==> config.mk <==
export PLATFORM = sky130hd
export DESIGN_NAME = vrsr_top
export DESIGN_NICKNAME = d
export VERILOG_FILES = /design/src/rtl/vrsr_pkg.sv /design/src/rtl/vrsr_top.sv
export SDC_FILE = /design/constraint.sdc
export NUM_CORES = 1
export LEC_CHECK = 0
export ABC_CLOCK_PERIOD_IN_PS = 4400
export BUFFER_PORTS_ARGS = -buffer_cell sky130_fd_sc_hd__clkbuf_2
export CORE_ASPECT_RATIO = 1.4
export CORE_UTILIZATION = 30
export DETAILED_ROUTE_END_ITERATION = 6
export PLACE_DENSITY = 0.55
export SYNTH_ARGS = -nofsm -noshare
export SYNTH_HDL_FRONTEND = slang
export SYNTH_SLANG_ARGS = --single-unit
==> constraint.sdc <==
create_clock -name aclk -period 4.4 [get_ports aclk]
set_input_delay 0.44 -clock aclk [delete_from_list [all_inputs] [get_ports aclk]]
set_output_delay 0.44 -clock aclk [all_outputs]
set_load 0.05 [all_outputs]
==> src/rtl/vrsr_pkg.sv <==
/*
 * vrsr_pkg: constants, modes and state layout for the voltage reference
 * selection register bank.
 * assumes: word index addressing, byte address equals index times four.
 */
package vrsr_pkg;

    localparam int ADDR_W = 8;
    localparam int DATA_W = 32;
    localparam int REG_W = 16;

    // word indices of the register map
    localparam logic [5:0] IDX_VOLT_KNOB = 6'h20;
    localparam logic [5:0] IDX_STABILITY_KNOB = 6'h21;
    localparam logic [5:0] IDX_FREQ_KNOB = 6'h22;
    localparam logic [5:0] IDX_CURR_KNOB = 6'h23;
    localparam logic [5:0] IDX_REG_VOLT = 6'h24;
    localparam logic [5:0] IDX_FREQ = 6'h25;
    localparam logic [5:0] IDX_ALARMS = 6'h26;
    localparam logic [5:0] IDX_ACT_CFG = 6'h27;
    localparam logic [5:0] IDX_COMMAND = 6'h28;
    localparam logic [5:0] IDX_EXT_IN = 6'h29;
    localparam logic [5:0] IDX_NOM_SET = 6'h2a;
    localparam logic [5:0] IDX_EFF_SET = 6'h2b;
    localparam logic [5:0] IDX_MEAS_VOLT = 6'h2c;
    localparam logic [5:0] IDX_TEMP = 6'h2d;
    localparam logic [5:0] IDX_VOL_REF = 6'h31;
    localparam logic [5:0] IDX_KP = 6'h35;
    localparam logic [5:0] IDX_KI = 6'h36;
    localparam logic [5:0] IDX_OVX_THR = 6'h37;
    localparam logic [5:0] IDX_CONFIG = 6'h38;
    localparam logic [5:0] IDX_NV_REF = 6'h39;
    localparam logic [5:0] IDX_RANGE = 6'h3a;

    // configuration word fields and reset values
    localparam int CFG_REF_SRC_BIT = 7;
    localparam int CFG_EXT_EN_BIT = 12;
    localparam logic [15:0] CFG_RESET = 16'h1f1d;
    localparam logic [15:0] NV_REF_RESET = 16'h0000;
    localparam logic [15:0] VOL_REF_RESET = 16'h0000;
    localparam logic [7:0] RANGE_RESET = 8'h0e;
    localparam logic [7:0] RANGE_MAX = 8'h64;

    // value ranges
    localparam logic [15:0] VOLT_MAX = 16'h0c80;
    localparam logic [15:0] FREQ_MAX = 16'h0384;
    localparam logic [15:0] FULL_MAX = 16'h7fff;
    localparam logic [15:0] EXT_LIMIT = 16'h7fff;

    localparam logic [1:0] RESP_OKAY = 2'h0;
    localparam logic [1:0] RESP_SLVERR = 2'h2;

    typedef enum logic [1:0] {
        MODE_ANALOG,
        MODE_ANALOG_SAT,
        MODE_NV_PARAM,
        MODE_RAM_LOC
    } vrsr_mode_t;

    typedef struct packed {
        logic aw_have;
        logic [5:0] aw_idx;
        logic w_have;
        logic [15:0] w_data;
        logic [1:0] w_strb;
        logic bvalid;
        logic [1:0] bresp;
        logic rvalid;
        logic [15:0] rdata;
        logic [1:0] rresp;
        logic [15:0] cfg;
        logic [15:0] nv_ref;
        logic [7:0] range_pct;
        logic [15:0] vol_ref;
        logic [15:0] vref_out;
        logic saturated;
        logic [7:0] variation;
        vrsr_mode_t mode;
        logic open_s1;
        logic open_s2;
    } vrsr_state_t;

endpackage

==> src/rtl/vrsr_top.sv <==
/*
 * vrsr_top: AXI4-Lite register bank choosing the output voltage reference
 * from analogue input, stored parameter or volatile RAM location.
 * assumes: regulator core supplies measurements on aclk; the analogue link
 * open detector is an asynchronous pin.
 */
// The implementer's own choice: register access over AXI4-Lite.
`timescale 1ns/1ps
`default_nettype none

// Contract
// - bit 7 saturates analogue input at limit
// - with bit 7 set, open analogue link drives maximum range variation
// - ram bit clear uses stored reference parameter
// - volatile location follows stored parameter in stored mode only
// - volatile writes ignored in stored mode
// - ram bit set uses volatile location
// - volatile location lost on shutdown
// - location 36 regulated voltage, 0 to 3200
// - location 37 frequency, 0 to 900
// - location 41 external input, 0 to 32767
// - location 43 effective setpoint, 42 nominal
// - location 45 winding temperature estimate
// - location 49 effective only digital RAM mode
// - location 53 proportional gain mantissa
// - location 54 integral gain mantissa
// - location 55 overexcitation threshold
module vrsr_top (
    input wire logic aclk,
    input wire logic aresetn,
    input wire logic [7:0] s_axi_awaddr,
    input wire logic [2:0] s_axi_awprot,
    input wire logic s_axi_awvalid,
    output logic s_axi_awready,
    input wire logic [31:0] s_axi_wdata,
    input wire logic [3:0] s_axi_wstrb,
    input wire logic s_axi_wvalid,
    output logic s_axi_wready,
    output logic [1:0] s_axi_bresp,
    output logic s_axi_bvalid,
    input wire logic s_axi_bready,
    input wire logic [7:0] s_axi_araddr,
    input wire logic [2:0] s_axi_arprot,
    input wire logic s_axi_arvalid,
    output logic s_axi_arready,
    output logic [31:0] s_axi_rdata,
    output logic [1:0] s_axi_rresp,
    output logic s_axi_rvalid,
    input wire logic s_axi_rready,
    input wire logic [15:0] voltage_knob_in,
    input wire logic [15:0] stability_adjust_knob_in,
    input wire logic [15:0] frequency_knob_in,
    input wire logic [15:0] current_adjust_knob_in,
    input wire logic [15:0] regulated_voltage_in,
    input wire logic [15:0] frequency_in,
    input wire logic [15:0] active_alarms_in,
    input wire logic [15:0] external_input_in,
    input wire logic [15:0] nominal_setpoint_in,
    input wire logic [15:0] effective_setpoint_in,
    input wire logic [15:0] measured_voltage_in,
    input wire logic [15:0] winding_temperature_in,
    input wire logic [15:0] proportional_gain_in,
    input wire logic [15:0] integral_gain_in,
    input wire logic [15:0] overexcitation_threshold_in,
    input wire logic ext_link_open,
    output logic [15:0] voltage_reference,
    output logic [7:0] remote_variation_pct,
    output logic output_saturated,
    output vrsr_pkg::vrsr_mode_t reference_mode
);

    vrsr_pkg::vrsr_state_t st_q;
    vrsr_pkg::vrsr_state_t st_d;

    logic aw_hs;
    logic w_hs;
    logic ar_hs;
    logic ext_en;
    logic ref_src;
    logic [5:0] wr_idx;
    logic [15:0] wr_data;
    logic [1:0] wr_strb;
    logic [15:0] rd_val;
    logic rd_ok;

    function automatic logic [15:0] clamp(input logic [15:0] v,
                                          input logic [15:0] lim);
        clamp = (v > lim) ? lim : v;
    endfunction

    function automatic logic [15:0] merge(input logic [15:0] old,
                                          input logic [15:0] nw,
                                          input logic [1:0] strb);
        merge = {strb[1] ? nw[15:8] : old[15:8],
                 strb[0] ? nw[7:0] : old[7:0]};
    endfunction

    assign s_axi_awready = !st_q.aw_have && !st_q.bvalid;
    assign s_axi_wready = !st_q.w_have && !st_q.bvalid;
    assign s_axi_arready = !st_q.rvalid;
    assign aw_hs = s_axi_awvalid && s_axi_awready;
    assign w_hs = s_axi_wvalid && s_axi_wready;
    assign ar_hs = s_axi_arvalid && s_axi_arready;

    assign s_axi_bvalid = st_q.bvalid;
    assign s_axi_bresp = st_q.bresp;
    assign s_axi_rvalid = st_q.rvalid;
    assign s_axi_rresp = st_q.rresp;
    assign s_axi_rdata = {16'h0000, st_q.rdata};

    assign voltage_reference = st_q.vref_out;
    assign remote_variation_pct = st_q.variation;
    assign output_saturated = st_q.saturated;
    assign reference_mode = st_q.mode;

    assign ext_en = st_q.cfg[vrsr_pkg::CFG_EXT_EN_BIT];
    assign ref_src = st_q.cfg[vrsr_pkg::CFG_REF_SRC_BIT];

    // write channel pieces may arrive in either order
    assign wr_idx = st_q.aw_have ? st_q.aw_idx : s_axi_awaddr[7:2];
    assign wr_data = st_q.w_have ? st_q.w_data : s_axi_wdata[15:0];
    assign wr_strb = st_q.w_have ? st_q.w_strb : s_axi_wstrb[1:0];

    // read decode; measured values are clamped to their legal span
    always_comb begin
        rd_ok = 1'b1;
        rd_val = 16'h0000;
        unique case (s_axi_araddr[7:2])
            vrsr_pkg::IDX_VOLT_KNOB: begin
                rd_val = clamp(voltage_knob_in, vrsr_pkg::FULL_MAX);
            end
            vrsr_pkg::IDX_STABILITY_KNOB: begin
                rd_val = clamp(stability_adjust_knob_in,
                               vrsr_pkg::FULL_MAX);
            end
            vrsr_pkg::IDX_FREQ_KNOB: begin
                rd_val = clamp(frequency_knob_in, vrsr_pkg::FULL_MAX);
            end
            vrsr_pkg::IDX_CURR_KNOB: begin
                rd_val = clamp(current_adjust_knob_in,
                               vrsr_pkg::FULL_MAX);
            end
            vrsr_pkg::IDX_REG_VOLT: begin
                rd_val = clamp(regulated_voltage_in, vrsr_pkg::VOLT_MAX);
            end
            vrsr_pkg::IDX_FREQ: begin
                rd_val = clamp(frequency_in, vrsr_pkg::FREQ_MAX);
            end
            vrsr_pkg::IDX_ALARMS: begin
                rd_val = active_alarms_in;
            end
            vrsr_pkg::IDX_ACT_CFG: begin
                rd_val = st_q.cfg;
            end
            vrsr_pkg::IDX_COMMAND: begin
                rd_val = 16'h0000;
            end
            vrsr_pkg::IDX_EXT_IN: begin
                rd_val = clamp(external_input_in, vrsr_pkg::FULL_MAX);
            end
            vrsr_pkg::IDX_NOM_SET: begin
                rd_val = clamp(nominal_setpoint_in, vrsr_pkg::FULL_MAX);
            end
            vrsr_pkg::IDX_EFF_SET: begin
                rd_val = clamp(effective_setpoint_in,
                               vrsr_pkg::FULL_MAX);
            end
            vrsr_pkg::IDX_MEAS_VOLT: begin
                rd_val = clamp(measured_voltage_in, vrsr_pkg::FULL_MAX);
            end
            vrsr_pkg::IDX_TEMP: begin
                rd_val = clamp(winding_temperature_in,
                               vrsr_pkg::FULL_MAX);
            end
            vrsr_pkg::IDX_VOL_REF: begin
                rd_val = st_q.vol_ref;
            end
            vrsr_pkg::IDX_KP: begin
                rd_val = clamp(proportional_gain_in,
                               vrsr_pkg::FULL_MAX);
            end
            vrsr_pkg::IDX_KI: begin
                rd_val = clamp(integral_gain_in, vrsr_pkg::FULL_MAX);
            end
            vrsr_pkg::IDX_OVX_THR: begin
                rd_val = clamp(overexcitation_threshold_in,
                               vrsr_pkg::FULL_MAX);
            end
            vrsr_pkg::IDX_CONFIG: begin
                rd_val = st_q.cfg;
            end
            vrsr_pkg::IDX_NV_REF: begin
                rd_val = st_q.nv_ref;
            end
            vrsr_pkg::IDX_RANGE: begin
                rd_val = {8'h00, st_q.range_pct};
            end
            default: begin
                rd_ok = 1'b0;
            end
        endcase
    end

    always_comb begin
        st_d = st_q;
        // pin passes two flops before anything reads it
        st_d.open_s1 = ext_link_open;
        st_d.open_s2 = st_q.open_s1;

        if (aw_hs) begin
            st_d.aw_have = 1'b1;
            st_d.aw_idx = s_axi_awaddr[7:2];
        end
        if (w_hs) begin
            st_d.w_have = 1'b1;
            st_d.w_data = s_axi_wdata[15:0];
            st_d.w_strb = s_axi_wstrb[1:0];
        end
        if (st_q.bvalid && s_axi_bready) begin
            st_d.bvalid = 1'b0;
        end

        if ((st_q.aw_have || aw_hs) && (st_q.w_have || w_hs) &&
            !st_q.bvalid) begin
            st_d.aw_have = 1'b0;
            st_d.w_have = 1'b0;
            st_d.bvalid = 1'b1;
            st_d.bresp = vrsr_pkg::RESP_OKAY;
            unique case (wr_idx)
                vrsr_pkg::IDX_COMMAND: begin
                    // accepted and dropped; the host keeps off it
                end
                vrsr_pkg::IDX_VOL_REF: begin
                    st_d.vol_ref = merge(st_q.vol_ref, wr_data,
                                         wr_strb);
                end
                vrsr_pkg::IDX_CONFIG: begin
                    st_d.cfg = merge(st_q.cfg, wr_data, wr_strb);
                end
                vrsr_pkg::IDX_NV_REF: begin
                    st_d.nv_ref = merge(st_q.nv_ref, wr_data, wr_strb);
                end
                vrsr_pkg::IDX_RANGE: begin
                    if (wr_strb[0]) begin
                        st_d.range_pct = 8'(clamp({8'h00, wr_data[7:0]},
                            {8'h00, vrsr_pkg::RANGE_MAX}));
                    end
                end
                default: begin
                    // read-only or unmapped
                    st_d.bresp = vrsr_pkg::RESP_SLVERR;
                end
            endcase
        end

        if (st_q.rvalid && s_axi_rready) begin
            st_d.rvalid = 1'b0;
        end
        if (ar_hs) begin
            st_d.rvalid = 1'b1;
            st_d.rdata = rd_val;
            st_d.rresp = rd_ok ? vrsr_pkg::RESP_OKAY : vrsr_pkg::RESP_SLVERR;
        end

        // reference selection, one cycle behind the configuration
        st_d.saturated = 1'b0;
        st_d.variation = 8'h00;
        if (ext_en) begin
            if (!ref_src) begin
                st_d.mode = vrsr_pkg::MODE_ANALOG;
                st_d.vref_out = clamp(external_input_in,
                                      vrsr_pkg::FULL_MAX);
            end else begin
                st_d.mode = vrsr_pkg::MODE_ANALOG_SAT;
                if (st_q.open_s2) begin
                    // open wire must not read as a low setpoint
                    st_d.vref_out = vrsr_pkg::FULL_MAX;
                    st_d.variation = st_q.range_pct;
                    st_d.saturated = 1'b1;
                end else if (external_input_in >= vrsr_pkg::EXT_LIMIT) begin
                    st_d.vref_out = vrsr_pkg::EXT_LIMIT;
                    st_d.saturated = 1'b1;
                end else begin
                    st_d.vref_out = external_input_in;
                end
            end
        end else if (!ref_src) begin
            st_d.mode = vrsr_pkg::MODE_NV_PARAM;
            st_d.vref_out = st_q.nv_ref;
            // overrides any host write of the same cycle
            st_d.vol_ref = st_q.nv_ref;
        end else begin
            st_d.mode = vrsr_pkg::MODE_RAM_LOC;
            st_d.vref_out = st_q.vol_ref;
        end
    end

    always_ff @(posedge aclk) begin
        if (!aresetn) begin
            st_q <= '0;
            st_q.cfg <= vrsr_pkg::CFG_RESET;
            st_q.nv_ref <= vrsr_pkg::NV_REF_RESET;
            st_q.range_pct <= vrsr_pkg::RANGE_RESET;
            // volatile value never survives a restart
            st_q.vol_ref <= vrsr_pkg::VOL_REF_RESET;
            st_q.mode <= vrsr_pkg::MODE_ANALOG;
        end else begin
            st_q <= st_d;
        end
    end

    property p_nv_align;
        @(posedge aclk) disable iff (!aresetn)
        (!ext_en && !ref_src) |=> (st_q.vol_ref == $past(st_q.nv_ref));
    endproperty
    a_nv_align: assert property (p_nv_align)
        else $error("volatile ref not aligned to stored ref");

    property p_nv_ref;
        @(posedge aclk) disable iff (!aresetn)
        (!ext_en && !ref_src) |=> (voltage_reference == $past(st_q.nv_ref));
    endproperty
    a_nv_ref: assert property (p_nv_ref)
        else $error("stored mode reference wrong");

    property p_nv_ignore;
        @(posedge aclk) disable iff (!aresetn)
        (!ext_en && !ref_src && st_d.bvalid && !st_q.bvalid &&
         wr_idx == vrsr_pkg::IDX_VOL_REF) |=>
            (st_q.vol_ref == $past(st_q.nv_ref));
    endproperty
    a_nv_ignore: assert property (p_nv_ignore)
        else $error("volatile write leaked into stored mode");

    property p_ram_ref;
        @(posedge aclk) disable iff (!aresetn)
        (!ext_en && ref_src) |=> (voltage_reference == $past(st_q.vol_ref))
            && (reference_mode == vrsr_pkg::MODE_RAM_LOC);
    endproperty
    a_ram_ref: assert property (p_ram_ref)
        else $error("ram mode reference wrong");

    property p_sat;
        @(posedge aclk) disable iff (!aresetn)
        (ext_en && ref_src && !st_q.open_s2 &&
         external_input_in >= vrsr_pkg::EXT_LIMIT) |=>
            output_saturated && voltage_reference == vrsr_pkg::EXT_LIMIT;
    endproperty
    a_sat: assert property (p_sat)
        else $error("saturation missing at input limit");

    property p_nosat;
        @(posedge aclk) disable iff (!aresetn)
        (ext_en && !ref_src) |=> !output_saturated;
    endproperty
    a_nosat: assert property (p_nosat)
        else $error("saturation without bit 7");

    property p_open;
        @(posedge aclk) disable iff (!aresetn)
        (ext_en && ref_src && st_q.open_s2) |=>
            (remote_variation_pct == $past(st_q.range_pct)) &&
            (voltage_reference == vrsr_pkg::FULL_MAX);
    endproperty
    a_open: assert property (p_open)
        else $error("open link not driven to range limit");

    property p_rd_volt;
        @(posedge aclk) disable iff (!aresetn)
        (ar_hs && s_axi_araddr[7:2] == vrsr_pkg::IDX_REG_VOLT) |=>
            s_axi_rvalid && s_axi_rdata <= 32'(vrsr_pkg::VOLT_MAX);
    endproperty
    a_rd_volt: assert property (p_rd_volt)
        else $error("regulated voltage out of range");

    property p_rd_freq;
        @(posedge aclk) disable iff (!aresetn)
        (ar_hs && s_axi_araddr[7:2] == vrsr_pkg::IDX_FREQ) |=>
            s_axi_rvalid && s_axi_rdata <= 32'(vrsr_pkg::FREQ_MAX);
    endproperty
    a_rd_freq: assert property (p_rd_freq)
        else $error("frequency out of range");

endmodule

`default_nettype wire

==> results of run 1 <==
==> kinds of logic after synthesis <==
kind of cell           count (synthesis)
other                                  1
and+or+nand+nor                      444
AOI/OAI and AO/OA                    327
DFF                                  131
buffers and inverters                158
muxes                                 81
==> state kept, by name, indices dropped and copies added, names as in the netlist, 2 cells and up <==
register / count
reference_mode: 2
remote_variation_pct: 8
s_axi_rdata: 16
st_q: 81
voltage_reference: 16
==> synth_stat cells (all sizes together) (25+ instances only) <==
| cell | n | area share [%] |
|---|---|---|
| a21oi | 27 | 1.5 |
| and2 | 25 | 1.8 |
| buf | 87 | 6.6 |
| clkbuf | 66 | 2.8 |
| dfxtp | 131 | 29 |
| mux2 | 33 | 4.2 |
| mux2i | 48 | 5.4 |
| nand2 | 117 | 5.0 |
| nand3 | 36 | 2.1 |
| nor2 | 140 | 5.9 |
| o211ai | 48 | 4.1 |
| o21ai | 75 | 4.2 |
| o22ai | 33 | 2.4 |
==> per-stage QoR <==
step | hold slack [ns] | utilization (%) | setup slack (ns) | instance area [sq um]
2_1_floorplan | 0.412 | - | 2.06 | 8980
3_3_place_gp | 0.424 | 36.1 | 1.26 | 10500
3_5_place_dp | 0.430 | 36.1 | 1.28 | 10500
4_1_cts | 0.218 | 38.2 | 1.62 | 11100
5_1_grt | 0.228 | 38.2 | 1.38 | 11100
6_report | 0.227 | 38.2 | 1.64 | 11100
==> critical path, stage by stage <==
cell and delay, ns:
clkbuf_2 0.22, buf_4 0.27, nand2_1 0.20, or3_1 0.73, o32ai_1 0.21, a2111oi_0 0.82
a21oi_1 0.14
==> routing by layer <==
layer	up-vias	global-route usage (%)	wire length, um
li1	4649	-	-
met1	4804	34.0	17400
met2	671	51.9	22600
met3	178	5.14	3570
met4	2	23.7	4010
met5	-	0	13
==> report_power, final <==
group          switching (W)  leakage (nW)  internal [W]
combinational       0.000480          3.34      0.000245
sequential         0.0000299          1.07       0.00122
clock               0.000585         0.301      0.000913
total                0.00110          4.71       0.00238
==> final cells by class <==
| class | count | area, sq um | share of cell area (%) |
|---|---|---|---|
| Sequential cell | 131 | 2620 | 23.6 |
| Clock buffer | 18 | 439 | 3.95 |
| Clock inverter | 14 | 174 | 1.56 |
| Inverter | 5 | 18.8 | 0.169 |
| Multi-Input combinational cell | 870 | 5520 | 49.6 |
| Timing Repair Buffer | 357 | 1880 | 16.9 |
| Tap cell | 380 | 475 | 4.27 |
==> cell usage in the layout, fill, tap and decap left out, types with 5 or more instances in the layout <==
| cell | count |
|---|---|
| nand3b_1 | 5 |
| nor2b_1 | 18 |
| conb_1 | 18 |
| o311a_1 | 5 |
| nand3_1 | 35 |
| nor3_1 | 21 |
| clkbuf_16 | 17 |
| a21boi_0 | 21 |
| o22ai_1 | 32 |
| o32ai_1 | 6 |
| o21ai_0 | 59 |
| and2_1 | 24 |
| a31oi_1 | 10 |
| o211ai_1 | 47 |
| nor2_1 | 139 |
| a2111oi_0 | 12 |
| a21oi_1 | 27 |
| nor4_1 | 17 |
| o2bb2ai_1 | 7 |
| clkbuf_2 | 326 |
| a211oi_1 | 5 |
| o211a_1 | 5 |
| or4_1 | 5 |
| and3_1 | 6 |
| mux2i_1 | 48 |
| buf_4 | 30 |
| dfxtp_1 | 131 |
| a2bb2oi_1 | 6 |
| inv_1 | 5 |
| nand4_1 | 7 |
| o21ai_1 | 16 |
| mux2_2 | 33 |
| o221a_2 | 14 |
| nand4b_1 | 6 |
| o2111ai_1 | 10 |
| nand2_1 | 116 |
| nand2b_1 | 9 |
==> how the worst max path moves through the flow <==
stage	from	cells after the start	end	slack (ns)
final	s_axi_araddr[6]	7	s_axi_rdata[14]$_SDFFE_PN0P_	1.64
after global routing	st_q[125]$_SDFFE_PP0P_	5	st_q[49]$_SDFFE_PN0P_	1.38
after CTS	st_q[125]$_SDFFE_PP0P_	5	st_q[49]$_SDFFE_PN0P_	1.62
after detailed placement	s_axi_araddr[4]	6	s_axi_rdata[6]$_SDFFE_PN0P_	1.28
after global placement	s_axi_araddr[4]	6	s_axi_rdata[14]$_SDFFE_PN0P_	1.26
after floorplan	st_q[125]$_SDFFE_PP0P_	7	st_q[108]$_SDFFE_PN0P_	2.06
==> summary.md, run 1 <==
| Metric | Value |
|---|---|
| DRC errors left | 0 |
| Max-slew violation count | 0 |
| Fraction of layout cells with a size suffix above 1 | between 30% and 40% |
| I/O Buffers | roughly 330 |
| Chip Width | approximately 150 um |
| Count of final setup violators | 0 |
| Post-synthesis cell count | around 1100 |
| FF-to-FF Start | st_q[125]$_SDFFE_PP0P_ |
| Main combinational cell family by area after synthesis | compound AO/OA/AOI/OAI gates |
| Hold_sp | ext_link_open |
| Root buf cell | clkbuf_16 |
| Synth Area in Compound Gates | between 20% and 30% |
| DIE HEIGHT | between 200 and 250 um |
| Antenna cells | 0 |
| GRT Total Usage | between 30% and 40% |
| Initial antenna violation count | 1 |
| Clock Path Buffers | 2 |
| Simple-gate share of the synthesized area | 24.9% |
| Avg Cell Area, Syn | just under 8 sq um |
| Total negative slack | 0 ns |
| VDD IR max | roughly 270 uV |
| Fmax | 362 MHz |
| WHS Endpoint | st_d[0]$_SDFF_PN0_ |
| Worst setup EP type | flip-flop |
| Pin count of the biggest net entering global routing | between 60 and 70 |
| Layout area overhead | 24.9% |
| Total Power | between 0.003 and 0.004 W |
| Clk sinks | around 130 |
| I/O pins | between 300 and 400 |
| Mux contribution to synthesized area | under 10% |
| Number of flops mapped to enable cells by yosys | 0 |
| XOR/XNOR Fraction of Synth Area | 0% |
| Final layout net count | 1688 |
| # H-tree levels | 4 |
| Grt total ovfl | 0 |
| Slew HR | a little under two fifths |
| Synthesized cell area | just under 0.009 sq mm |
| GPL Wtd Cong | 1.03 |
| DRT Wirelength | about 48 mm |
| WP data required | between 4 and 5 ns |
| Yosys cell types | between 70 and 80 |
| Tmin final | between 2 and 3 ns |
| Worst setup SP type | input pin |
| RSZ-0062 raised after global routing | false |
| DR vias/cell | slightly below 6 |
| Final Non-Filler Cells | between 1500 and 2000 |
| Worst r2r dst | st_q[49]$_SDFFE_PN0P_ |
| Post-synthesis adder-cell area fraction | 0% |
| R2R Setup Slk | ~1.7 ns |
| Skew-Pair Late Insertion Delay | approximately 0.43 ns |
| Post-CTS Setup Bufs | 0 |
| Max Cap Viol | 0 |
| Worst-path fanout max | 17 |
| Post-synthesis sequential area ratio | between 20 and 30% |
| PD cells | around 310 mW/mm^2 |
| CTS tree | yes |
| Status | finished, final reports clean |
| HPWL Detailed | roughly 37 mm |
| Total CTS buffers | 17 |
| ANT nets after route | 0 |
| First-pass GRT wire length | 67.2 mm |
| Async SR Flop Fraction | 0% |
| Core Area | 0.0292 sq mm |
| FF+latch count, synth | 131 |
| R2R cell count | 5 |
| Cts repair resizes | 0 |
| WHS Path Cells | 2 |
| Top_reg_cell synth | dfxtp_1 |
| Slew @ Worst Pin | about 0.9 ns |
| Final setup skew | 0.0142 ns |
| Filler Cell Count | just over 3000 |
| Starting density of the core | a little under a third |
| Die area | about 0.03 sq mm |
| Num rows | 74 |
| Hold Path Class | input pin to flip-flop |
| Crit share post-route | between 60% and 70% |
| Crit path DAT | slightly above 3 ns |
| Worst-path clk slew | 0.06 ns |
| DRT iter0 DRCs | 906 |
| Vias in the first global route | around 10000 |
| Leak | approximately 4.7 nW |
| First-pass DRT Iterations | 5 |
| Final hold vios | 0 |
| CP Class | input pin to flip-flop |
| WL per Instance | between 20 and 30 um |
| Via count | about 10000 |
| Synth Warn # | 0 |
| Hold Buf Count CTS | 0 |
| Placed Cells | about 1700 |
Note: power is estimated with default switching activity, not from simulation.
==> run 2, diff against run 1 <==
--- a/config.mk
+++ b/config.mk
@@ -5,12 +5,12 @@
 export SDC_FILE = /design/constraint.sdc
 export NUM_CORES = 1
 export LEC_CHECK = 0
-export ABC_CLOCK_PERIOD_IN_PS = 4400
+export ABC_CLOCK_PERIOD_IN_PS = 2500
 export BUFFER_PORTS_ARGS = -buffer_cell sky130_fd_sc_hd__clkbuf_2
 export CORE_ASPECT_RATIO = 1.4
 export CORE_UTILIZATION = 30
 export DETAILED_ROUTE_END_ITERATION = 6
-export PLACE_DENSITY = 0.55
+export PLACE_DENSITY = 0.57
 export SYNTH_ARGS = -nofsm -noshare
 export SYNTH_HDL_FRONTEND = slang
 export SYNTH_SLANG_ARGS = --single-unit
==> constraint.sdc (replaced) <==
create_clock -name aclk -period 2.5 [get_ports aclk]
set_input_delay 0.25 -clock aclk [delete_from_list [all_inputs] [get_ports aclk]]
set_output_delay 0.25 -clock aclk [all_outputs]
set_load 0.05 [all_outputs]
==> run 2 against run 1 <==
  * Sequential share of layout area fell by 1.2 points
  * Clock power rose by 87%
  * Critical path depth fell by 1
  * Clock skew barely moved
  * Worst hold slack got worse by 0.19 ns
  * Largest power group unchanged
==> summary.md, run 2 (synthesis gave the netlist of run 1 again) <==
| Metric | Value |
|---|---|
| Status | finished, final reports clean |
| Crit share post-route | between 90% and 100% |
| GRT Total Usage | between 30% and 40% |
| I/O Buffers | 327 |
| DRT iter0 DRCs | 900 |
| DRC errors left | 0 |
| First-pass GRT wire length | 67.2 mm |
| DP Area | between 0.01 and 0.015 sq mm |
| Max reg flops | 81 |
| Leak | 5.05 nW |
| Fraction of layout cells with a size suffix above 1 | a little over a third |
| Fmax | 444 MHz |
| Final Instance Area | approximately 0.012 sq mm |
| Max-slew violation count | 0 |
| Count of final setup violators | 0 |
| Sequential Area | approximately 0.0026 sq mm |
| CTS tree | yes |
| Final hold vios | 0 |
| Clk sinks | 131 |
| Tmin final | between 2 and 2.5 ns |
| Total CTS buffers | 17 |
| RSZ-0062 raised after global routing | false |
| Commonest non-fill, non-tap cell in the layout | clkbuf_2 |
| Chip Width | around 150 um |
| Final Core Density | about two fifths |
| WL per Instance | around 26 um |
| Worst r2r dst | st_q[39]$_SDFF_PN0_ |
| WP data required | about 2.8 ns |
| Via count | 10589 |
| Post-CTS Setup Bufs | 0 |
| Cts repair resizes | 0 |
| WHS Endpoint | st_d[0]$_SDFF_PN0_ |
| FF-to-FF Start | st_q[132]$_SDFFE_PP0P_ |
| Clock Path Buffers | 2 |
| DIE HEIGHT | between 200 and 250 um |
| I/O pins | 374 |
| HPWL Detailed | 38.3 mm |
| Crit path setup slack, layout | about 0.25 ns |
| Worst-path clk slew | 0.06 ns |
| Commonest cells after routing, fill and taps aside | 326 x clkbuf_2, 139 x nor2_1, 131 x dfxtp_1 |
| Worst slack, placed | about 0.0090 ns |
| First-pass DRT Iterations | 6 |
| WHS Path Cells | 2 |
| Pin count of the biggest net entering global routing | about 50 |
| Crit path DAT | 2.55 ns |
| VDD IR max | 416 uV |
| Grt total ovfl | 0 |
| PD cells | roughly 540 mW/mm^2 |
| Final layout net count | around 1800 |
| DRT Wirelength | 47.5 mm |
| Total negative slack | 0 ns |
| Core Area | slightly below 0.03 sq mm |
| Most flops, register | st_q |
| Hold Path Class | input pin to flip-flop |
| Num rows | 74 |
| DR vias/cell | 5.74 |
| Skew-Pair Late Insertion Delay | 0.43 ns |
| Vias in the first global route | 10156 |
| Filler Cell Count | 3075 |
| ANT nets after route | 0 |
| Worst-path fanout max | 14 |
| Worst setup SP type | flip-flop |
| GPL Wtd Cong | approximately 1 |
| R2R cell count | 6 |
| Final setup skew | about 0.014 ns |
| Hold_sp | ext_link_open |
| CP Class | flip-flop to flip-flop |
| Worst setup EP type | flip-flop |
| Initial antenna violation count | 0 |
| Hold Buf Count CTS | 0 |
| # H-tree levels | 4 |
| Max Cap Viol | 0 |
| Multi-input gate area in the final layout | about 0.0055 sq mm |
| R2R Setup Slk | between 0.2 and 0.25 ns |
| Starting density of the core | a little under a third |
| Die area | 0.0304 sq mm |
| Root buf cell | clkbuf_16 |
| Slew HR | 41.7% |
| Slew @ Worst Pin | about 0.87 ns |
| Layout area overhead | 31.4% |
[run 2: cell count changes in the layout (fill, tap and decap cells not counted)]
cell,change
buf_12,+3
buf_4,+65
bufinv_16,+2
clkbuf_1,+1
clkinv_4,-1
clkinvlp_4,+1
diode_2,+1
inv_6,-3
nor2b_1,+1
nor2b_2,-1
[run 2: worst max path at each step]
stage	cells after the start	slack [ns]	startpoint	endpoint
6_report	6	0.25	st_q[132]$_SDFFE_PP0P_	st_q[39]$_SDFF_PN0_
5_1_grt	6	0.11	st_q[132]$_SDFFE_PP0P_	st_q[39]$_SDFF_PN0_
3_3_place_gp	8	0.03	s_axi_araddr[7]	s_axi_rdata[6]$_SDFFE_PN0P_
2_1_floorplan	7	0.16	st_q[125]$_SDFFE_PP0P_	st_q[108]$_SDFFE_PN0P_
4_1_cts	6	0.24	st_q[132]$_SDFFE_PP0P_	st_q[39]$_SDFF_PN0_
3_5_place_dp	8	0.009	s_axi_araddr[7]	s_axi_rdata[6]$_SDFFE_PN0P_
[run 2: report_power, final]
| part | leakage (nW) | internal, W | switching, W | total [W] |
|---|---|---|---|---|
| clock network | 0.313 | 0.00180 | 0.000999 | 0.00280 |
| logic | 3.67 | 0.000472 | 0.000856 | 0.00133 |
| registers | 1.07 | 0.00215 | 0.0000487 | 0.00220 |
| total | 5.05 | 0.00442 | 0.00190 | 0.00633 |
[run 2: metal layers]
layer | up-vias | global-route usage (%) | routed length [um]
met5 | - | 0 | 0
met4 | 0 | 21.4 | 3450
met3 | 152 | 4.46 | 3480
met2 | 636 | 53.6 | 23100
met1 | 5019 | 33.8 | 17400
li1 | 4782 | - | -
[run 2: through the flow]
step                hold WS, ns  power, W  std cells
floorplan                 0.377   0.00300       1159
global placement          0.423   0.00355       1811
detailed placement        0.426   0.00355       1811
CTS                      0.0240   0.00633       1843
global route             0.0360   0.00652       1843
finish                   0.0334   0.00633       1844
[run 2: worst max-delay path, stage by stage, from the launching register on]
cell     delay, ns
dfxtp_1       0.64
mux2_2        0.41
a211o_4       0.32
nor4_4        0.21
buf_4         0.25
mux2i_1       0.21
o21ai_1       0.08
[run 2: final cells by class]
type,count,area share (%)
Clock inverter,13,1.76
Tap cell,380,4.06
Clock buffer,19,3.78
Multi-Input combinational cell,870,47.1
Timing Repair Buffer,425,20.7
Antenna cell,1,0.0214
Inverter,5,0.160
Sequential cell,131,22.4
